**src/rtl/asrp_pkg.sv**
```systemverilog
// constants, field layout and types shared by the serial result port
package asrp_pkg;

  // ==================================================================
  // result word and interface modes
  localparam int unsigned RES_W       = 18;
  localparam logic [1:0]  MODE_SERIAL = 2'h3;

  // ==================================================================
  // register byte offsets
  localparam logic [7:0] OFF_CTRL   = 8'h00;
  localparam logic [7:0] OFF_STAT   = 8'h04;
  localparam logic [7:0] OFF_ISTAT  = 8'h08;
  localparam logic [7:0] OFF_IMASK  = 8'h0C;
  localparam logic [7:0] OFF_RESULT = 8'h10;

  // ==================================================================
  // control field positions and reset values
  localparam int unsigned CTRL_W       = 6;
  localparam int unsigned CTRL_MODE    = 0;
  localparam int unsigned CTRL_CLKSRC  = 2;
  localparam int unsigned CTRL_MKPOL   = 3;
  localparam int unsigned CTRL_EDGEINV = 4;
  localparam int unsigned CTRL_CODING  = 5;
  localparam logic [5:0]  CTRL_RST     = 6'h00;

  // status bit positions
  localparam int unsigned STAT_BUSY  = 0;
  localparam int unsigned STAT_FRESH = 1;
  localparam int unsigned STAT_READ  = 2;
  localparam int unsigned STAT_CHAIN = 3;

  // interrupt bit positions and reset values
  localparam int unsigned IRQ_W         = 3;
  localparam int unsigned IRQ_CONV_DONE = 0;
  localparam int unsigned IRQ_READ_DONE = 1;
  localparam int unsigned IRQ_RD_ERR    = 2;
  localparam logic [2:0]  ISTAT_RST     = 3'h0;
  localparam logic [2:0]  IMASK_RST     = 3'h0;

  // shared pin index within the pin vectors
  localparam int unsigned PIN_9  = 0;
  localparam int unsigned PIN_10 = 1;
  localparam int unsigned PIN_11 = 2;
  localparam int unsigned PIN_12 = 3;
  localparam int unsigned PIN_13 = 4;

  // ==================================================================
  // timing
  localparam int unsigned CLK_PERIOD_NS      = 10;
  localparam int unsigned INT_SCLK_PERIOD_NS = 80;
  localparam int unsigned INT_BIT_CYC        = INT_SCLK_PERIOD_NS / CLK_PERIOD_NS;
  localparam int unsigned INT_QTR_CYC        = INT_BIT_CYC / 4;
  localparam int unsigned RDERR_PULSE_NS     = 80;
  localparam int unsigned RDERR_CYC          =
    (RDERR_PULSE_NS + CLK_PERIOD_NS - 1) / CLK_PERIOD_NS;

  // ==================================================================
  // read sequence states
  typedef enum logic [1:0] {
    ST_IDLE  = 2'b00,
    ST_SHIFT = 2'b01,
    ST_CHAIN = 2'b10
  } asrp_state_t;

endpackage

```
**src/rtl/asrp_port.sv**
```systemverilog
// serial result port with apb registers, interrupt and shared pins
//
// Contract
// - non-serial modes drive pins as parallel bits
// - external clock serial makes pin9 chain input
// - chain input reappears after 18 bit clocks
// - read-timing high shifts during conversion
// - read-timing low shifts after conversion done
// - result leaves msb first
// - coding select picks result number format
// - internal clock bits valid both edges
// - invert low: change rising, host samples falling
// - invert high: change falling, host samples rising
// - clock pin direction by source select
// - frame marker only with internal clock
// - marker polarity low: marker high while valid
// - marker polarity high: marker low while valid
// - internal clock driven out, else follow external
// - unfinished slave read at done: drop, pulse flag
// - busy from conversion start until result latched
// - outputs enabled only while chip select, read low, except pin13 flag, enabled whenever external clock serial
//
// Register access over APB and the register offsets were chosen for this implementation.
module asrp_port
(
  input  wire logic                       pclk,
  input  wire logic                       presetn,
  input  wire logic [7:0]                 paddr,
  input  wire logic                       psel,
  input  wire logic                       penable,
  input  wire logic                       pwrite,
  input  wire logic [31:0]                pwdata,
  output logic      [31:0]                prdata,
  output logic                            pready,
  output logic                            pslverr,
  output logic                            irq,
  input  wire logic                       conv_start,
  input  wire logic                       conv_done,
  input  wire logic [asrp_pkg::RES_W-1:0] conv_result,
  output logic                            busy,
  input  wire logic                       cs_n,
  input  wire logic                       rd_n,
  input  wire logic                       parallel_bit_9_i,
  output logic                            parallel_bit_9_o,
  output logic                            parallel_bit_9_oe,
  output logic                            parallel_bit_10_o,
  output logic                            parallel_bit_10_oe,
  input  wire logic                       parallel_bit_11_i,
  output logic                            parallel_bit_11_o,
  output logic                            parallel_bit_11_oe,
  output logic                            parallel_bit_12_o,
  output logic                            parallel_bit_12_oe,
  output logic                            parallel_bit_13_o,
  output logic                            parallel_bit_13_oe
);
  import asrp_pkg::*;

  typedef struct packed {
    asrp_state_t      state;
    logic [5:0]       ctrl;
    logic [RES_W-1:0] result;
    logic [RES_W-1:0] shreg;
    logic [4:0]       bitcnt;
    logic [2:0]       tcnt;
    logic             rderr;
    logic [3:0]       rderr_cnt;
    logic             busy;
    logic             fresh;
    logic [2:0]       istat;
    logic [2:0]       imask;
    logic             irq;
    logic             pready;
    logic             pslverr;
    logic [31:0]      prdata;
    logic             sclk_prev;
    logic [4:0]       pin_out;
    logic [4:0]       pin_oe;
  } asrp_regs_t;

  asrp_regs_t q;
  asrp_regs_t d;

  logic [3:0]       sync_out;
  logic             chain_in;
  logic             sclk_s;
  logic             csn_s;
  logic             rdn_s;
  logic             en;
  logic             serial;
  logic             ext;
  logic             act_edge;
  logic             sclk_int;
  logic             marker_act;
  logic [2:0]       ev;
  logic [2:0]       w1c;
  logic [RES_W-1:0] coded;
  logic             hit;
  logic [31:0]      rdata;

  // ==================================================================
  // pin inputs through two flip-flops
  asrp_sync u_sync
  (
    .pclk    (pclk),
    .presetn (presetn),
    .din     ({parallel_bit_9_i, parallel_bit_11_i, cs_n, rd_n}),
    .dout    (sync_out)
  );

  assign chain_in = sync_out[3];
  assign sclk_s   = sync_out[2];
  assign csn_s    = sync_out[1];
  assign rdn_s    = sync_out[0];

  // ==================================================================
  // decode of mode, clocking and enable
  assign en     = !csn_s && !rdn_s;
  assign serial = q.ctrl[CTRL_MODE +: 2] == MODE_SERIAL;
  assign ext    = q.ctrl[CTRL_CLKSRC];

  // chip select gates the external clock; the edge chosen by invert moves data
  assign act_edge = en && (q.ctrl[CTRL_EDGEINV] ? (!sclk_s && q.sclk_prev)
                                                : (sclk_s && !q.sclk_prev));

  // data changes at tick 0, the clock rises a quarter later and falls at three
  // quarters, so each bit is settled around both internal edges
  assign sclk_int = (q.state == ST_SHIFT) && !ext &&
                    (q.tcnt >= 3'(INT_QTR_CYC)) && (q.tcnt < 3'(3 * INT_QTR_CYC));

  assign marker_act = (q.state != ST_IDLE) && !ext;

  assign coded = q.ctrl[CTRL_CODING] ? conv_result
                                     : {~conv_result[RES_W-1], conv_result[RES_W-2:0]};

  // ==================================================================
  // register read decode
  always_comb
  begin
    hit   = 1'b1;
    rdata = 32'h0000_0000;
    case (paddr)
      OFF_CTRL:   rdata[CTRL_W-1:0] = q.ctrl;
      OFF_STAT:
      begin
        rdata[STAT_BUSY]  = q.busy;
        rdata[STAT_FRESH] = q.fresh;
        rdata[STAT_READ]  = q.state != ST_IDLE;
        rdata[STAT_CHAIN] = q.state == ST_CHAIN;
      end
      OFF_ISTAT:  rdata[IRQ_W-1:0] = q.istat;
      OFF_IMASK:  rdata[IRQ_W-1:0] = q.imask;
      OFF_RESULT: rdata[RES_W-1:0] = q.result;
      default:    hit = 1'b0;
    endcase
  end

  // ==================================================================
  // next state
  always_comb
  begin
    d           = q;
    ev          = 3'h0;
    w1c         = 3'h0;
    d.pready    = 1'b0;
    d.pslverr   = 1'b0;
    d.sclk_prev = sclk_s;

    // apb: one wait cycle, then pready; a write lands at the pready edge
    if (psel && penable && !q.pready)
    begin
      d.pready  = 1'b1;
      d.pslverr = !hit;
      d.prdata  = rdata;
    end
    if (psel && penable && q.pready && pwrite)
    begin
      if (paddr == OFF_CTRL)
      begin
        d.ctrl = pwdata[CTRL_W-1:0];
      end
      if (paddr == OFF_ISTAT)
      begin
        w1c = pwdata[IRQ_W-1:0];
      end
      if (paddr == OFF_IMASK)
      begin
        d.imask = pwdata[IRQ_W-1:0];
      end
    end

    // read sequence
    case (q.state)
      ST_IDLE:
      begin
        if (serial && en && q.fresh &&
            (ext || (chain_in ? q.busy : !q.busy)))
        begin
          d.state  = ST_SHIFT;
          d.shreg  = q.result;
          d.bitcnt = 5'h00;
          d.tcnt   = 3'h0;
          d.fresh  = 1'b0;
        end
      end
      ST_SHIFT:
      begin
        if (!serial)
        begin
          d.state = ST_IDLE;
        end
        else if (ext)
        begin
          if (conv_done)
          begin
            d.state = ST_IDLE;
            ev[IRQ_RD_ERR] = 1'b1;
          end
          else if (act_edge)
          begin
            d.shreg  = {q.shreg[RES_W-2:0], chain_in};
            d.bitcnt = q.bitcnt + 5'h01;
            if (q.bitcnt == 5'(RES_W - 1))
            begin
              d.state = ST_CHAIN;
              ev[IRQ_READ_DONE] = 1'b1;
            end
          end
        end
        else if (!en)
        begin
          d.state = ST_IDLE;
        end
        else if (q.tcnt == 3'(INT_BIT_CYC - 1))
        begin
          d.tcnt   = 3'h0;
          d.shreg  = {q.shreg[RES_W-2:0], 1'b0};
          d.bitcnt = q.bitcnt + 5'h01;
          if (q.bitcnt == 5'(RES_W - 1))
          begin
            d.state = ST_IDLE;
            ev[IRQ_READ_DONE] = 1'b1;
          end
        end
        else
        begin
          d.tcnt = q.tcnt + 3'h1;
        end
      end
      ST_CHAIN:
      begin
        if (!serial || !ext || !en)
        begin
          d.state = ST_IDLE;
        end
        else if (act_edge)
        begin
          d.shreg = {q.shreg[RES_W-2:0], chain_in};
        end
      end
      default:
      begin
        d.state = ST_IDLE;
      end
    endcase

    // conversion bookkeeping after the fsm so a new result keeps fresh set
    if (conv_done)
    begin
      d.busy   = 1'b0;
      d.result = coded;
      d.fresh  = 1'b1;
      ev[IRQ_CONV_DONE] = 1'b1;
    end
    else if (conv_start)
    begin
      d.busy = 1'b1;
    end

    // incomplete-read pulse, retriggered by a new error
    if (ev[IRQ_RD_ERR])
    begin
      d.rderr     = 1'b1;
      d.rderr_cnt = 4'(RDERR_CYC - 1);
    end
    else if (q.rderr)
    begin
      if (q.rderr_cnt == 4'h0)
      begin
        d.rderr = 1'b0;
      end
      else
      begin
        d.rderr_cnt = q.rderr_cnt - 4'h1;
      end
    end

    // a new event beats a clear in the same cycle
    d.istat = (q.istat & ~w1c) | ev;
    d.irq   = |(d.istat & d.imask);

    // shared pins
    if (!serial)
    begin
      d.pin_out = q.result[13:9];
      d.pin_oe  = {5{en}};
    end
    else
    begin
      d.pin_out[PIN_9]  = 1'b0;
      d.pin_oe[PIN_9]   = 1'b0;
      d.pin_out[PIN_10] = (q.state != ST_IDLE) && q.shreg[RES_W-1];
      d.pin_oe[PIN_10]  = en;
      d.pin_out[PIN_11] = sclk_int ^ q.ctrl[CTRL_EDGEINV];
      d.pin_oe[PIN_11]  = en && !ext;
      d.pin_out[PIN_12] = marker_act ^ q.ctrl[CTRL_MKPOL];
      d.pin_oe[PIN_12]  = en && !ext;
      d.pin_out[PIN_13] = q.rderr;
      d.pin_oe[PIN_13]  = ext;
    end
  end

  // ==================================================================
  // state register
  always_ff @(posedge pclk or negedge presetn)
  begin
    if (!presetn)
    begin
      q       <= '0;
      q.state <= ST_IDLE;
      q.ctrl  <= CTRL_RST;
      q.istat <= ISTAT_RST;
      q.imask <= IMASK_RST;
    end
    else
    begin
      q <= d;
    end
  end

  assign prdata             = q.prdata;
  assign pready             = q.pready;
  assign pslverr            = q.pslverr;
  assign irq                = q.irq;
  assign busy               = q.busy;
  assign parallel_bit_9_o   = q.pin_out[PIN_9];
  assign parallel_bit_9_oe  = q.pin_oe[PIN_9];
  assign parallel_bit_10_o  = q.pin_out[PIN_10];
  assign parallel_bit_10_oe = q.pin_oe[PIN_10];
  assign parallel_bit_11_o  = q.pin_out[PIN_11];
  assign parallel_bit_11_oe = q.pin_oe[PIN_11];
  assign parallel_bit_12_o  = q.pin_out[PIN_12];
  assign parallel_bit_12_oe = q.pin_oe[PIN_12];
  assign parallel_bit_13_o  = q.pin_out[PIN_13];
  assign parallel_bit_13_oe = q.pin_oe[PIN_13];
endmodule

```
**src/rtl/asrp_sync.sv**
```systemverilog
// two-stage synchroniser for the pin inputs of the serial result port
module asrp_sync
(
  input  wire logic       pclk,
  input  wire logic       presetn,
  input  wire logic [3:0] din,
  output logic      [3:0] dout
);

  typedef struct packed {
    logic [3:0] s1;
    logic [3:0] s2;
  } asrp_sync_t;

  asrp_sync_t q;
  asrp_sync_t d;

  // ==================================================================
  // stage one feeds stage two only
  always_comb
  begin
    d    = q;
    d.s1 = din;
    d.s2 = q.s1;
  end

  always_ff @(posedge pclk or negedge presetn)
  begin
    if (!presetn)
    begin
      // pins rest high; a low reset value would open the port for two cycles
      q <= '1;
    end
    else
    begin
      q <= d;
    end
  end

  assign dout = q.s2;

endmodule

```
**config.mk**
```make
export PLATFORM = sky130hd
export DESIGN_NAME = asrp_port
export DESIGN_NICKNAME = d
export VERILOG_FILES = /design/src/rtl/asrp_pkg.sv /design/src/rtl/asrp_port.sv /design/src/rtl/asrp_sync.sv
export SDC_FILE = /design/constraint.sdc
export NUM_CORES = 1
export LEC_CHECK = 0
export ABC_AREA = 1
export ABC_CLOCK_PERIOD_IN_PS = 2320
export BUFFER_PORTS_ARGS = -buffer_cell sky130_fd_sc_hd__buf_2
export CORE_MARGIN = 4
export CORE_UTILIZATION = 30
export DETAILED_ROUTE_END_ITERATION = 10
export GPL_TIMING_DRIVEN = 0
export SLEW_MARGIN = 15
export SYNTH_ARGS = -nofsm -noshare
export SYNTH_HDL_FRONTEND = slang
export SYNTH_SLANG_ARGS = --single-unit
```
**constraint.sdc**
```tcl
create_clock -name pclk -period 2.32 [get_ports pclk]
set_clock_uncertainty 0.05 [all_clocks]
set_input_delay 0 -clock pclk [delete_from_list [all_inputs] [get_ports pclk]]
set_output_delay 0 -clock pclk [all_outputs]
set_load 0.05 [all_outputs]
```
# Yosys cells after proc, flatten, opt, wreduce, memory -nomap -nowiden
# Cells that the tools add are included.
# totals
memories,0
in_bits,69
output_inout_bits,46
rom_bits,0
latch_bits,0
elab_cells,164
reg_bits,105
mem_bits_rw,0
# op_classes
mux,57
addsub,3
eq_ne,25
bitwise,7
order_cmp,2
reduce_logical,49
n_shift,0
mul,0
div_mod_pow,0
# ops
op,n
two-way mux 23 bit,4
two-way mux 26 bit,3
two-way mux 18 bit,3
one-hot mux 18 bit (3 select lines),1
two-way mux 34 bit,1
two-way mux 2 bit,12
two-way mux 3 bit,6
logical AND 1 bit,17
two-way mux 1 bit,17
equality test 8 x 4 -> 1 bit (second input constant),2
one-hot mux 8 bit (2 select lines),1
inequality test 5 x 4 -> 1 bit (second input constant),3
one-hot mux 3 bit (5 select lines),1
inequality test 2 bit (second input constant),7
two-way mux 12 bit,1
nonzero test 2 bit,6
logical NOT 1 bit,10
two-way mux 10 bit,1
two-way mux 5 bit,2
inequality test 3 bit (second input constant),3
AND reduction 9 bit,1
equality test 8 x 3 -> 1 bit (second input constant),1
equality test 8 x 5 -> 1 bit (second input constant),1
logical NOT 8 bit,1
other kinds (31),38

# Depth between registers and ports, before layout
# depth
ltp_word,12
ltp_mapped,11
mapped_depth_nobuf,10

# Cells and area by module
# Synthesis repeated with hierarchy kept, for this count alone.
# unflattened
cells_unflattened,600
hier_area_um2,5133.7
# by_module_without_submodules
mod,n_inst,area_each_um2,seq_area_each_um2,cells_each
asrp_port,1,4923.5,2402.3,592
asrp_sync,1,210.2,210.2,8

# Worst setup path before layout
# No wires, ideal clock.
# synth_path
kind,register to register
from,register q[110] (netlist name)
to,register q[70] (netlist name)
setup_slack_ns,0.466
setup_time_ns,0.120
required_ns,2.150
stages_incl_launch_ff,12
arrival_time_ns,1.684
period_less_slack_ns,1.854
n_path_buf,3
cell_sequence,dfrtp_1 inv_1 ha_1 buf_4 nand2_1 nor2_2 nor3_4 nand2_4 buf_6 buf_8 o21ai_1 nand2_1
# synth_via
elab_chain_cells,3
elab_cells_between_ends,14
cone_classes,10 x eq/ne; 1 x mux; 3 x reduce/logical
# synth_rtl
item,line_no,text
from (decl),asrp_port.sv:80,asrp_regs_t q;
"equality test 2 x 1 -> 1 bit, or another cell as far along",asrp_port.sv:192,case (q.state)
"inequality test 3 bit (no source line), or another cell as far along",n/a,
AND reduction 9 bit (no source line),n/a,
# Parallel ways exist; a longest one is shown, timed or not.
# A chain may end at the register's enable or synchronous reset.

# Worst setup path after layout
# layout_path
from,register q[110] (netlist name)
to,register q[71] (netlist name)
# The elaborated chain is that of the path after synthesis.

==> impl_metrics.toml <==
[critical_path]
cp_slowest_cell = "dfrtp_1"
path_common_cell = "nand2_1"
worstPathArrival_ns = 2.25
crit_family = "simple AND/OR/NAND/NOR gates"
end_kind = "register"
path_max_fanout = 10
path_buf_inv = 4
crit_path_start_kind = "register"
crit_type = "reg -> reg"
cpPeakStageDelay_ns = 0.39
required_ns = 2.51
path_cells = "inv_1 > ha_1 > buf_4 > nand2_1 > nor2_2 > nor3_4 > nand2_4 > buf_6 > buf_8 > o21ai_1 > nand2_1"

[synth]
yosysTopAreaCell = "dfrtp_1"
synthArstFlopShare = 1.00
ys_warn_count = 0
ys_types = 40
ys_top_cells_by_area = "dfrtp_1 (46%), nand2_1 (12%), nand3_1 (5.4%), o21ai_0 (5.3%), buf_4 (4.9%)"
syn-cell-area_sq_um = 5190
synth_seq_cells = 104
synth-edff-count = 0
avgSynthCellArea_sq_um = 8.48
synth_top_area_frac = 0.463
synthFlopType = "dfrtp_1"
yosysSeqAreaShare = 0.503
synthCells = 612

[sta]
tightest_slew_ns = 0.658
fin_ws_ns = 0.256
slew_violations = 0
slew_headroom = 0.562
fin_crit_ns = 2.06
timing.fmax_mhz = 484
fin_crit_sh = 0.890
hold_viol_final = 0
finalSetupTns_ns = 0
whs_ns = 0.0185
finalSetupViolCount = 0
rsz0062_at_grt = "false"

[power_and_ir_drop]
finalPower_mw = 5.25
clkPwrFrac = 0.289
switchingPower_mw = 1.79
swShare = 0.342
p_comb_frac = 0.287
power_frac_seq = 0.424
worst_ir_drop_vdd_mv = 0.426
powerDensity_nw_per_um2 = 796
p_int_mw = 3.45
power_leakage_nw = 3.28

[outcome]
status = "complete, no violations"

[die]
die-height_microns = 140
io_pins = 115
core_area_sq_um = 16800
die_x_microns = 140
dieArea_sq_um = 19500
rows = 47
start_util = 0.310

[placed_design]
dp.cells = 919
gp_congestion = 0.795
hpwl_mm = 9.52
place_ws_ns = 0.266
numPortBuffers = 73

[routing]
drc = 0
drtAntennaViolNets = 0
routed_via_density = 4.52
num_vias = 4401
drtPass1Iterations = 4
wire_per_inst_microns = 13.5
dr.first_iter.drc_count = 277
wl_mm = 13.2

[cts]
root_buffer = "clkbuf_16"
cts_tree = "done"
clock_path_buffers = 2
cts-htree-levels = 3
cts_sinks = 104
clk_pin_slew_ns = 0.07
post-cts-setup-buffer-count = 0
worstSkewPairLatency_ns = 0.35
cts_made_buffers = 9

[cells_and_area]
antenna_cells = 0
final_cell_mix = "nand2_1 (162), dfrtp_1 (96), buf_2 (75)"
multiInputGateArea_sq_um = 2030
drive_above_1_share = 0.206
regArea_sq_um = 2610
nets = 828
n_fill_cell = 1730
final_common_cell = "nand2_1"
fin_cells = 973
syn_to_final_growth_pct = 27.0

[flow_run]
cap_violations = 0

[min_path]
hp-class = "in -> async"

[grt]
grt_pass1_wl_mm = 21.7
antenna_found_initial = 0
grt_max_degree = 80
overflow = 0
grt_usage = 0.139
grt_pass1_vias = 4174
synth_stat cells, drive strengths merged, types with 6 or more instances:
master	instances
o21ai	74
nand2	166
nor2	47
dfstp	8
inv	51
a21oi	8
dfrtp	96
nand4	6
nand3	57
o31ai	12
ha	10
buf	42
clkbuf	10
flip-flops by register name (all words and copies together), names as in the netlist:
register / count
parallel_bit_12_o: 1
parallel_bit_9_o: 1
pready: 1
irq: 1
u_sync.dout: 4
busy: 1
prdata: 18
parallel_bit_12_oe: 1
parallel_bit_13_oe: 1
u_sync.d: 4
parallel_bit_10_o: 1
parallel_bit_9_oe: 1
ext: 1
parallel_bit_11_o: 1
parallel_bit_13_o: 1
parallel_bit_10_oe: 1
q: 64
pslverr: 1
stage by stage:
stage	util	area [sq um]
3_5_place_dp	0.353	5910
4_1_cts	0.393	6590
3_3_place_gp	0.351	5880
5_1_grt	0.393	6590
2_1_floorplan	-	5240
6_report	0.393	6590
power by group through the flow:
stage,sequential (mW),combinational [mW],clock (mW)
final,2.23,1.50,1.52
after global placement,2.25,1.43,0
after CTS,2.22,1.52,1.55
after global routing,2.26,1.70,1.63
after floorplan,2.27,1.04,0
after detailed placement,2.26,1.47,0
cell type report:
class                           instances  area share
Multi-Input combinational cell        414       0.308
Timing Repair Buffer                  113       0.120
Tap cell                              220      0.0418
Inverter                               55      0.0361
Clock buffer                           12      0.0374
Clock inverter                          3     0.00645
Sequential cell                       104       0.396
Buffer                                 52      0.0547
layer usage:
layer	track usage	share of wire	up-vias
met5	0	0	-
met4	0.0340	0.014	0
met3	0.0343	0.048	11
met2	0.206	0.46	101
met1	0.204	0.48	2069
li1	-	-	2220
path summary, 6_finish.rpt:
| kind | to | startpoint | slack, ns | cells past startpoint |
|---|---|---|---|---|
| max in group asynchronous | u_sync.dout[2]$_DFF_PN1_ | presetn | 1.51 | 3 |
| min reg2reg | u_sync.dout[0]$_DFF_PN1_ | u_sync.d[0]$_DFF_PN1_ | 0.31 | 0 |
| max reg2reg | q[71]$_DFFE_PN0P_ | q[110]$_DFFE_PN0P_ | 0.26 | 11 |
| min | q[91]$_DFFE_PN0P_ | presetn | 0.02 | 2 |
| min in group pclk | prdata[3]$_DFFE_PN0P_ | penable | 0.07 | 6 |
| max | q[71]$_DFFE_PN0P_ | q[110]$_DFFE_PN0P_ | 0.26 | 11 |
cells by family after synthesis:
group / Yosys count / synth area share
flops: 104 / 0.503
fa+ha+maj: 10 / 0.0241
other cells: 1 / 0.000723
xor+xnor: 6 / 0.0101
buf+inv: 107 / 0.115
compound gates: 100 / 0.105
simple gates: 284 / 0.241
timing repair:
| item | 4_1_cts | 5_1_grt |
|---|---|---|
| gates resized for setup | 0 | 0 |
| hold endpoints to repair | 130 | 0 |
| hold buffers | 39 | 0 |
No activity file was read; power rests on OpenSTA's default activity.
